**src/core/pwd_defines.vh**
```
/*
 * Constants for the pcm word decoder control: word layout, codes,
 * reset values and timing counts.
 * Assumes a 40 MHz core clock; included by bare name.
 */
`ifndef PWD_DEFINES_VH
`define PWD_DEFINES_VH

// word layout
`define PWD_WORD_W          6
`define PWD_MSB_POS         5
`define PWD_NMSB_POS        4
`define PWD_LSB_POS         0

// codes that need half-level matching
`define PWD_CODE_SUB_HALF   6'h0f
`define PWD_CODE_ADD_HALF   6'h30

// reset values
`define PWD_WORD_RST        6'h00
`define PWD_HALF_DN_RST     1'b1
`define PWD_HALF_UP_RST     1'b0
`define PWD_UPPER_RST       5'h00
// idle pin levels, so leaving reset shows no false edge
`define PWD_SYN_RST         5'h19

// buffer shape
`define PWD_FIFO_DEPTH      8
`define PWD_FIFO_AW         3

// pin sync vector positions
`define PWD_SYN_W           5
`define PWD_SYN_DCLK        0
`define PWD_SYN_PCM         1
`define PWD_SYN_FRAME       2
`define PWD_SYN_RDOUT       3
`define PWD_SYN_INH_N       4

// timing
// high-traffic one-shot delay: 100 ns of a 40 MHz clock
`define PWD_HT_DELAY_CYC    4'h4
`define PWD_DLY_W           4

`endif

```
**src/core/pwd_decoder_ctrl.v**
```verilog
/*
 * Digital control of a six-bit pcm-to-pam decoder: serial read-in,
 * parallel holding register, ladder clamp controls, half-level
 * matching, address digit removal, top-bit outputs, word tap FIFO.
 * Assumes every receive pin input is asynchronous to core_clk_in and slow
 * against it (bit clock at most a few MHz, core clock 40 MHz).
 */
// How it works
// - pcm words arrive as six serial bits into a six-stage shift register.
// - a readout event copies all six serial stages into the holding register.
// - the holding register keeps driving outputs while the next word shifts.
// - each held bit drives one clamp control: high means reference, low ground.
// - clamp controls are ordered by weight, most significant bit on top.
// - code 15 drops the first half-level correction from one to zero.
// - code 48 raises the second half-level correction from zero to one.
// - the last word of a frame loses its least significant bit.
// - top bit and next bit of the held word go out with complements.
// - the first stage is set by a one and cleared by a zero.
// - with in-frame high the first stage follows the incoming bits.
// - with in-frame low the first stage is frozen against line noise.
// - each shift happens on the trailing edge of a decoder clock pulse.
// - after five shifts the word sits with msb last, lsb first.
// - a variant select picks the high-traffic or the alternate readout path.
// - a timing output serves the high-traffic modem.
// - that timing output is the 384 kc word-rate readout signal.
// - transfer happens before the sixth shift, with the full word present.
// - while the 8 kc inhibit is active the lsb is cleared, not loaded.
// - first top-bit output is the msb, second the next bit.
`timescale 1ns/10ps
`default_nettype none

`include "pwd_defines.vh"

module pwd_decoder_ctrl (
	// clock and reset
	input  wire                    core_clk_in,
	input  wire                    rst_n_in,
	// receive section pins
	input  wire                    pcm_bit_in,
	input  wire                    dec_clk_n_in,
	input  wire                    in_frame_in,
	input  wire                    readout_in,
	input  wire                    addr_inhibit_n_in,
	// configuration
	input  wire                    variant_select_in,
	// word tap drain
	input  wire                    word_ready_in,
	input  wire                    overrun_clear_in,
	// ladder clamp controls
	output reg  [`PWD_WORD_W-1:0]  clamp_out,
	output reg                     clamp_msb_n_out,
	output reg                     half_dn_out,
	output reg                     half_up_out,
	// top-bit outputs
	output reg                     top_a_out,
	output reg                     top_a_n_out,
	output reg                     top_b_out,
	output reg                     top_b_n_out,
	// modem timing
	output reg                     word_rate_timing_out,
	// word tap
	output wire                    word_valid_out,
	output wire [`PWD_WORD_W-1:0]  word_out,
	output wire                    tap_ready_out,
	output reg                     overrun_out,
	// status
	output reg                     in_frame_out
);

////////////////////////////////////////////////////////////////////////
// variant select levels

localparam high_traffic_setting      = 1'b1;
localparam alternate_traffic_setting = 1'b0;

// readout path states
localparam RD_IDLE  = 2'b00;
localparam RD_DELAY = 2'b01;
localparam RD_FIRE  = 2'b10;

////////////////////////////////////////////////////////////////////////
// helpers

// decoded code match, used for both correction outputs
function match_code;
	input [`PWD_WORD_W-1:0] word;
	input [`PWD_WORD_W-1:0] code;
	begin
		match_code = (word == code);
	end
endfunction

// lsb gate for the address digit
function [`PWD_WORD_W-1:0] strip_addr;
	input [`PWD_WORD_W-1:0] word;
	input                   inhibit;
	begin
		strip_addr = word;
		if (inhibit) begin
			strip_addr[`PWD_LSB_POS] = 1'b0;
		end
	end
endfunction

////////////////////////////////////////////////////////////////////////
// pin synchronisers

reg  [`PWD_SYN_W-1:0] syn_meta;
reg  [`PWD_SYN_W-1:0] syn_pin;
reg  [`PWD_SYN_W-1:0] syn_prev;
wire [`PWD_SYN_W-1:0] pin_rise;
wire [`PWD_SYN_W-1:0] pin_fall;

always @(posedge core_clk_in) begin
	if (!rst_n_in) begin
		syn_meta <= `PWD_SYN_RST;
		syn_pin  <= `PWD_SYN_RST;
		syn_prev <= `PWD_SYN_RST;
	end else begin
		syn_meta <= {addr_inhibit_n_in, readout_in, in_frame_in, pcm_bit_in, dec_clk_n_in};
		syn_pin  <= syn_meta;
		syn_prev <= syn_pin;
	end
end

// edges only from the second stage onward
assign pin_rise = syn_pin & ~syn_prev;
assign pin_fall = ~syn_pin & syn_prev;

wire dclk_trail;
wire pcm_edge;
wire frame_ok;
wire rdout_fall;
wire inhibit_now;

// clock pulses are negative-going, so the trailing edge is the rise
assign dclk_trail  = pin_rise[`PWD_SYN_DCLK];
assign pcm_edge    = pin_rise[`PWD_SYN_PCM] | pin_fall[`PWD_SYN_PCM];
assign frame_ok    = syn_pin[`PWD_SYN_FRAME];
assign rdout_fall  = pin_fall[`PWD_SYN_RDOUT];
assign inhibit_now = !syn_pin[`PWD_SYN_INH_N];

////////////////////////////////////////////////////////////////////////
// serial register

reg                   first_serial_stage;
reg [`PWD_WORD_W-1:1] serial_upper;
wire                  last_serial_stage;
wire [`PWD_WORD_W-1:0] serial_word;

assign serial_word       = {last_serial_stage, serial_upper[`PWD_WORD_W-2:1], first_serial_stage};
assign last_serial_stage = serial_upper[`PWD_MSB_POS];

always @(posedge core_clk_in) begin
	if (!rst_n_in) begin
		first_serial_stage <= 1'b0;
	end else if (frame_ok && pcm_edge) begin
		// a one sets, a zero clears; out of frame nothing gets in
		first_serial_stage <= syn_pin[`PWD_SYN_PCM];
	end
end

// shift takes the first stage as it was before any same-cycle bit edge
always @(posedge core_clk_in) begin
	if (!rst_n_in) begin
		serial_upper <= `PWD_UPPER_RST;
	end else if (dclk_trail) begin
		serial_upper <= {serial_upper[`PWD_WORD_W-2:1], first_serial_stage};
	end
end

////////////////////////////////////////////////////////////////////////
// readout path: high traffic waits a fixed delay after the falling
// edge, alternate fires in the cycle after the edge

reg [1:0]             rd_state;
reg [1:0]             next_rd_state;
reg [`PWD_DLY_W-1:0]  rd_count;
reg [`PWD_DLY_W-1:0]  next_rd_count;
reg                   xfer;

always @* begin
	next_rd_state = rd_state;
	next_rd_count = rd_count;
	xfer          = 1'b0;
	case (rd_state)
		RD_IDLE: begin
			if (rdout_fall) begin
				if (variant_select_in == high_traffic_setting) begin
					next_rd_count = `PWD_HT_DELAY_CYC;
					next_rd_state = RD_DELAY;
				end else begin
					next_rd_state = RD_FIRE;
				end
			end
		end
		RD_DELAY: begin
			if (rd_count <= {{(`PWD_DLY_W-1){1'b0}}, 1'b1}) begin
				next_rd_state = RD_FIRE;
			end else begin
				next_rd_count = rd_count - 1'b1;
			end
		end
		RD_FIRE: begin
			xfer          = 1'b1;
			next_rd_state = RD_IDLE;
		end
		default: begin
			next_rd_state = RD_IDLE;
		end
	endcase
end

always @(posedge core_clk_in) begin
	if (!rst_n_in) begin
		rd_state <= RD_IDLE;
		rd_count <= {`PWD_DLY_W{1'b0}};
	end else begin
		rd_state <= next_rd_state;
		rd_count <= next_rd_count;
	end
end

////////////////////////////////////////////////////////////////////////
// parallel holding register and converter controls

reg  [`PWD_WORD_W-1:0] hold_word;
wire [`PWD_WORD_W-1:0] next_hold_word;

// the full word is present since readout lands before the sixth shift
assign next_hold_word = strip_addr(serial_word, inhibit_now);

always @(posedge core_clk_in) begin
	if (!rst_n_in) begin
		hold_word       <= `PWD_WORD_RST;
		clamp_out       <= `PWD_WORD_RST;
		clamp_msb_n_out <= 1'b1;
		half_dn_out     <= `PWD_HALF_DN_RST;
		half_up_out     <= `PWD_HALF_UP_RST;
		top_a_out       <= 1'b0;
		top_a_n_out     <= 1'b1;
		top_b_out       <= 1'b0;
		top_b_n_out     <= 1'b1;
	end else if (xfer) begin
		// everything below only moves here, so it stands for a whole word
		hold_word       <= next_hold_word;
		clamp_out       <= next_hold_word;
		clamp_msb_n_out <= !next_hold_word[`PWD_MSB_POS];
		half_dn_out     <= !match_code(next_hold_word, `PWD_CODE_SUB_HALF);
		half_up_out     <= match_code(next_hold_word, `PWD_CODE_ADD_HALF);
		top_a_out       <= next_hold_word[`PWD_MSB_POS];
		top_a_n_out     <= !next_hold_word[`PWD_MSB_POS];
		top_b_out       <= next_hold_word[`PWD_NMSB_POS];
		top_b_n_out     <= !next_hold_word[`PWD_NMSB_POS];
	end
end

////////////////////////////////////////////////////////////////////////
// modem timing and status

always @(posedge core_clk_in) begin
	if (!rst_n_in) begin
		word_rate_timing_out <= 1'b0;
		in_frame_out         <= 1'b0;
	end else begin
		word_rate_timing_out <= syn_pin[`PWD_SYN_RDOUT];
		in_frame_out         <= frame_ok;
	end
end

////////////////////////////////////////////////////////////////////////
// word tap: each held word is offered to a consumer through the FIFO;
// a stalled consumer loses words, which shows on the overrun flag,
// because the ladder timing cannot wait for it

wire tap_ready;
wire tap_push;

assign tap_push      = xfer;
assign tap_ready_out = tap_ready;

pwd_fifo #(
	.WIDTH (`PWD_WORD_W),
	.DEPTH (`PWD_FIFO_DEPTH),
	.AW    (`PWD_FIFO_AW)
) u_tap_fifo (
	.core_clk_in   (core_clk_in),
	.rst_n_in      (rst_n_in),
	.in_valid_in   (tap_push),
	.in_data_in    (next_hold_word),
	.in_ready_out  (tap_ready),
	.out_valid_out (word_valid_out),
	.out_data_out  (word_out),
	.out_ready_in  (word_ready_in),
	.full_out      (),
	.empty_out     ()
);

// a lost word in the clearing cycle keeps the flag set
always @(posedge core_clk_in) begin
	if (!rst_n_in) begin
		overrun_out <= 1'b0;
	end else if (tap_push && !tap_ready) begin
		overrun_out <= 1'b1;
	end else if (overrun_clear_in) begin
		overrun_out <= 1'b0;
	end
end

endmodule // pwd_decoder_ctrl

`default_nettype wire

```
**src/core/pwd_fifo.v**
```verilog
/*
 * Word FIFO with valid/ready on both sides and a registered read port.
 * Assumes same-clock producer and consumer; synchronous active-low reset.
 */
`timescale 1ns/10ps
`default_nettype none

module pwd_fifo #(
	parameter WIDTH = 6,
	parameter DEPTH = 8,
	parameter AW    = 3
) (
	// clock and reset
	input  wire             core_clk_in,
	input  wire             rst_n_in,
	// filling side
	input  wire             in_valid_in,
	input  wire [WIDTH-1:0] in_data_in,
	output wire             in_ready_out,
	// draining side
	output reg              out_valid_out,
	output reg  [WIDTH-1:0] out_data_out,
	input  wire             out_ready_in,
	// status
	output wire             full_out,
	output wire             empty_out
);

////////////////////////////////////////////////////////////////////////

reg [WIDTH-1:0] mem [0:DEPTH-1];
reg [AW-1:0]    wr_ptr;
reg [AW-1:0]    rd_ptr;
reg [AW:0]      mem_cnt;
wire            push;
wire            pop;

assign full_out     = (mem_cnt == DEPTH[AW:0]);
assign in_ready_out = !full_out;
assign empty_out    = (mem_cnt == {(AW+1){1'b0}}) && !out_valid_out;
assign push         = in_valid_in && in_ready_out;
// refill the output register when it is empty or being taken
assign pop          = (mem_cnt != {(AW+1){1'b0}}) && (!out_valid_out || out_ready_in);

////////////////////////////////////////////////////////////////////////

always @(posedge core_clk_in) begin
	if (push) begin
		mem[wr_ptr] <= in_data_in;
	end
end

always @(posedge core_clk_in) begin
	if (!rst_n_in) begin
		wr_ptr        <= {AW{1'b0}};
		rd_ptr        <= {AW{1'b0}};
		mem_cnt       <= {(AW+1){1'b0}};
		out_valid_out <= 1'b0;
		out_data_out  <= {WIDTH{1'b0}};
	end else begin
		if (push) begin
			wr_ptr <= wr_ptr + 1'b1;
		end
		if (pop) begin
			rd_ptr        <= rd_ptr + 1'b1;
			out_data_out  <= mem[rd_ptr];
			out_valid_out <= 1'b1;
		end else if (out_ready_in) begin
			out_valid_out <= 1'b0;
		end
		case ({push, pop})
			2'b10:   mem_cnt <= mem_cnt + 1'b1;
			2'b01:   mem_cnt <= mem_cnt - 1'b1;
			default: mem_cnt <= mem_cnt;
		endcase
	end
end

endmodule // pwd_fifo

`default_nettype wire

```
**config.mk**
```make
export PLATFORM = sky130hd
export DESIGN_NAME = pwd_decoder_ctrl
export DESIGN_NICKNAME = d
export VERILOG_FILES = /design/src/core/pwd_decoder_ctrl.v /design/src/core/pwd_fifo.v
export VERILOG_INCLUDE_DIRS = /design/src /design/src/core
export SDC_FILE = /design/constraint.sdc
export NUM_CORES = 1
export LEC_CHECK = 0
export BUFFER_PORTS_ARGS = -buffer_cell sky130_fd_sc_hd__buf_2
export CORE_MARGIN = 2
export CORE_UTILIZATION = 30
export CTS_CLUSTER_SIZE = 10
export DETAILED_ROUTE_END_ITERATION = 10
export PLACE_DENSITY = 0.48
export SYNTH_ARGS = -nofsm -noshare
export SYNTH_HDL_FRONTEND = slang
export SYNTH_HIERARCHICAL = 1
export SYNTH_SLANG_ARGS = --single-unit
export TNS_END_PERCENT = 5
```
**constraint.sdc**
```tcl
create_clock -name core_clk_in -period 2.7 [get_ports core_clk_in]
set_clock_uncertainty 0.15 [all_clocks]
set_input_delay 0.135 -clock core_clk_in [delete_from_list [all_inputs] [get_ports core_clk_in]]
set_output_delay 0.135 -clock core_clk_in [all_outputs]
set_load 0.05 [all_outputs]
```
Word-level counts from Yosys, hierarchy flattened:

Memory sizes are Yosys's and may differ from the RTL's. A register that Yosys moved wholly into a read port is not among the register bits.
Cells that the tools add are included.

* reductions and logical operators: 19
* order comparisons: 1
* eq/ne operators: 11
* multiplexer cells: 17
* add/sub/neg operators: 5
* bitwise operators: 5

Operators with widths (number)
* 4-bit case mux with 2 select lines: 2
* 4-bit two-way mux: 3
* 1-bit two-way mux: 8
* 2-bit inequality test (second input constant): 4
* 2-bit nonzero test: 4
* 4-bit by 1-bit subtractor with 4-bit output (second input constant): 2
* 3-bit by 1-bit adder with 3-bit output (second input constant): 2
* 6-bit by 4-bit == test with 1-bit output (second input constant): 1
* 6-bit == test (second input constant): 1
* 1-bit zero test: 6
* 2-bit two-way mux: 3
* 4-bit by 1-bit adder with 4-bit output (second input constant): 1
* 4-bit AND: 1
* 2-bit by 1-bit == test with 1-bit output (second input constant): 2
* 2-bit == test (second input constant): 2
* 4-bit == test (second input constant): 1
* 4-bit by 1-bit <= comparator with 1-bit output (second input constant): 1
* 1-bit logical AND: 4
* 4-bit inverter: 1
* 2-bit case mux with 2 select lines: 1
* 4-bit AND reduction: 1
* 4-bit nonzero test: 1
* 2-bit AND: 1
* 2-bit zero test: 1
* other kinds (4): 4

* output and inout bits: 24
* flip-flop bits (word level): 52
* word-level logic and storage cells: 80
* bits in writable memories: 48
* memories kept: 1

Memories
* u_tap_fifo.mem: words 8, width 6, read ports 1, clocked after memory_dff 1, write ports 1, RTL line pwd_fifo.v:31 `reg [WIDTH-1:0] mem [0:DEPTH-1];`

Logic depth before layout (Yosys ltp):

* depth after elaboration: 5
* mapped depth: 11
* mapped depth without buffers: 10

Hierarchy:

The synthesis kept the hierarchy.

Modules (own cells, without submodules)
* pwd_fifo: cells an instance 163, area an instance 2655.0 um^2, sequential area each 1781.7 um^2, instances 1
* pwd_decoder_ctrl: cells an instance 143, area an instance 1386.3 um^2, sequential area each 760.7 um^2, instances 1

Worst setup path after synthesis:

OpenSTA, ideal clock, no wires.

* kind: register to register
* start point: register u_tap_fifo.mem_cnt[0]
* end point: register u_tap_fifo.mem_cnt[2]
* setup time: 0.076 ns
* period minus slack after synthesis: 2.689 ns
* data arrival time: 2.463 ns
* slack: 0.011 ns
* cell stages (with the launch flop): 12
* cells stage by stage: dfxtp_1 or4_4 and2_4 buf_6 buf_8 ha_1 xor2_1 ha_1 a21oi_1 xor2_1 or3_1 a21boi_0

RTL lines
* start, declared: RTL line pwd_fifo.v:34 `reg [AW:0] mem_cnt;`
* start signal, assigned: RTL line pwd_fifo.v:57 `mem_cnt <= {(AW+1){1'b0}};`
* start signal, assigned: RTL line pwd_fifo.v:72 `2'b10: mem_cnt <= mem_cnt + 1'b1;`
* start signal, assigned: RTL line pwd_fifo.v:73 `2'b01: mem_cnt <= mem_cnt - 1'b1;`
* 4-bit nonzero test *: RTL line pwd_fifo.v:43 `assign pop = (mem_cnt != {(AW+1){1'b0}}) && (!out_valid_out || out_ready_in);`
* 1-bit logical AND *: RTL line pwd_fifo.v:43
* net u_tap_fifo.pop: RTL line pwd_fifo.v:36 `wire pop;`
* 2-bit by 1-bit == test with 1-bit output / 2-bit == test (equally long branches): RTL line pwd_fifo.v:71 `case ({push, pop})`
* 4-bit case mux with 2 select lines / 2-bit nonzero test (equally long branches)

The timed path passes the listed nets; every way through them passes the cells marked *.
A chain may end at the register's enable or synchronous reset.

Final worst setup path:

* start point: register u_tap_fifo.mem_cnt[0]
* end point: register u_tap_fifo.mem_cnt[3]

* cells in the longest elaborated chain, start to end: 5

RTL lines
* 4-bit == test: RTL line pwd_fifo.v:38 `assign full_out = (mem_cnt == DEPTH[AW:0]);`
* 1-bit zero test: RTL line pwd_fifo.v:39 `assign in_ready_out = !full_out;`
* 1-bit logical AND: RTL line pwd_fifo.v:41 `assign push = in_valid_in && in_ready_out;`
* 2-bit by 1-bit == test with 1-bit output / 2-bit == test (equally long branches): RTL line pwd_fifo.v:71
* 4-bit case mux with 2 select lines / 2-bit nonzero test (equally long branches)

Parallel ways exist; a longest one is shown, timed or not.

==> reports/summary.txt <==
Status -> finished, final reports clean
Fmax -> 394 MHz
Vias per cell -> 4.51
# port buffers -> 33
Commonest non-fill, non-tap cell in the layout -> dfxtp_1
Max H-tree Level -> 3
RSZ-0062 raised after global routing -> false
Total GRT Usage -> 11.6%
Met3 Wirelength -> 275 um
Nets -> 369
Die width -> 120 um
Vias in the first global route -> 2350
Post-route insts no fill -> 533
Clock latency on the worst-skew pair -> 0.34 ns
Worst-case clock buffer depth -> 2
Power density over the cells -> 815 nW/um^2
Layout Utilization -> 36.1%
Crit path capture type -> register
Lkg Pwr -> 1.73 nW
Syn Std Cell Area -> 4030 sq um
Routed via count -> 2406
Initial antenna violation count -> 0
Post-CTS setup repair buffer count -> 0
Critical-path maximum fanout -> 7
Clock Pin Slew Worst Setup and Hold Paths -> 0.07 ns
Num Clock Sinks -> 103
Minimum clock period -> 2.54 ns
WL per Instance -> 14.3 um
GPL Wtd Cong -> 0.721
I/O pins -> 34
Hold crit path type -> input port to register
Initial Util -> 30.6%
Slew HR -> 25.1%
First-pass GRT wire length -> 12600 um
Syn. warnings -> 6
DR pass1 iterations -> 4
Setup violators final -> 0
Core Footprint -> 13200 sq um
Final period utilization -> 94.1%
CP Launch Type -> register
Routed WL -> 7630 um
Fillcell total -> 1323
Area growth from synthesis to layout -> 18.2%
TritonCTS clock tree -> built
Largest net degree at the start of global routing -> 42
Dpl cells -> 509
First-iteration detailed-routing DRC count -> 81
DP Wirelength -> 5070 um
Syn Area/Cell -> 13.3 sq um
Critical Path RT -> 2.82 ns
Final Hold Viols -> 0
Most frequent cells in the layout -> 55 x dfxtp_1, 48 x edfxtp_1, 33 x buf_2
Highest metal used -> met4
Kind of critical path -> register to register
Arrival time worst endpoint -> 2.66 ns
Synthesized Nets -> 321
Met1 WL -> 3690 um
Root Buffer -> clkbuf_16
Worst-Margin Slew -> 1.12 ns
Metal2 WL -> 3540 um
Setup TNS -> 0 ns
Die area -> 14400 sq um
DRC violations left -> 0
ANT nets after route -> 0
Worst IR Drop VDD -> 0.295 mV
# diodes -> 0
TritonCTS buffer count -> 9
Max cap viols -> 0
Fin. max-slew vios -> 0
Grt ovf -> 0
Chip height -> 120 um
Layout cells sized above 1 -> 22.1%
Row count -> 42
Synth Instances -> 304
-- repair_timing --
item	CTS	global route
hold buffers	8	0
setup endpoints to repair	0	1
endpoints found under the hold margin	8	0
resized for setup	0	1
-- cell type report --
type / instances / area [sq um] / area share (%)
Clock inverter: 6 / 46.3 / 0.971
Clock buffer: 10 / 229 / 4.80
Tap cell: 176 / 220 / 4.62
Timing Repair Buffer: 52 / 328 / 6.88
Sequential cell: 103 / 2540 / 53.3
Multi-Input combinational cell: 177 / 1370 / 28.7
Inverter: 9 / 33.8 / 0.709
-- path summary, 6_finish.rpt --
kind	startpoint	endpoint	slack, ns	depth (start not counted)
hold reg to reg	syn_meta[3]$_SDFF_PN1_	syn_pin[3]$_SDFF_PN1_	0.26	1
setup / recovery	u_tap_fifo/mem_cnt[0]$_SDFFE_PN0P_	u_tap_fifo/mem_cnt[3]$_SDFFE_PN0P_	0.16	7
hold / removal	rst_n_in	syn_prev[3]$_SDFF_PN1_	0.14	3
setup reg to reg	u_tap_fifo/mem_cnt[0]$_SDFFE_PN0P_	u_tap_fifo/mem_cnt[3]$_SDFFE_PN0P_	0.16	7
-- critical path, stage by stage, from the launching register on --
cell and delay [ns]:
dfxtp_1 0.36, or4b_1 0.61, nand2_4 0.10, buf_4 0.15, ha_1 0.31, or3_1 0.40
o32ai_1 0.18, mux2i_1 0.22
-- per-layer routing --
layer | global-route usage, % | up-vias
met5 | 0 | -
met4 | 4.19 | 0
met3 | 3.56 | 14
met2 | 18.4 | 40
met1 | 14.8 | 1154
li1 | - | 1198
-- state kept, by name, indices dropped and copies added, names as in the netlist --
| name | count |
|---|---|
| syn_prev | 4 |
| u_tap_fifo/rd_ptr | 3 |
| u_tap_fifo/mem | 48 |
| rd_count | 4 |
| rd_state | 2 |
| first_serial_stage | 1 |
| top_b_n_out | 1 |
| u_tap_fifo/out_data_out | 6 |
| half_up_out | 1 |
| top_a_n_out | 1 |
| syn_meta | 5 |
| clamp_out | 6 |
| half_dn_out | 1 |
| syn_pin | 5 |
| word_rate_timing_out | 1 |
| u_tap_fifo/out_valid_out | 1 |
| overrun_out | 1 |
| u_tap_fifo/wr_ptr | 3 |
| u_tap_fifo/mem_cnt | 4 |
| serial_upper | 5 |
-- per-stage QoR --
stage | setup WS (ns) | area, sq um | hold WS, ns | power [W]
after floorplan | 0.0213 | 4030 | 0.0580 | 0.00258
after global placement | 0.165 | 4410 | 0.170 | 0.00272
after detailed placement | 0.0989 | 4410 | 0.169 | 0.00273
after CTS | 0.106 | 4760 | 0.143 | 0.00395
after global routing | 0.0117 | 4770 | 0.158 | 0.00410
final | 0.160 | 4770 | 0.137 | 0.00388
-- where the power goes --
group | internal [W] | leakage, nW | switching [W]
clock network | 0.000629 | 0.125 | 0.000569
registers | 0.00171 | 0.895 | 0.0000887
logic | 0.000401 | 0.707 | 0.000489
Power figures use the tool's default switching activity.
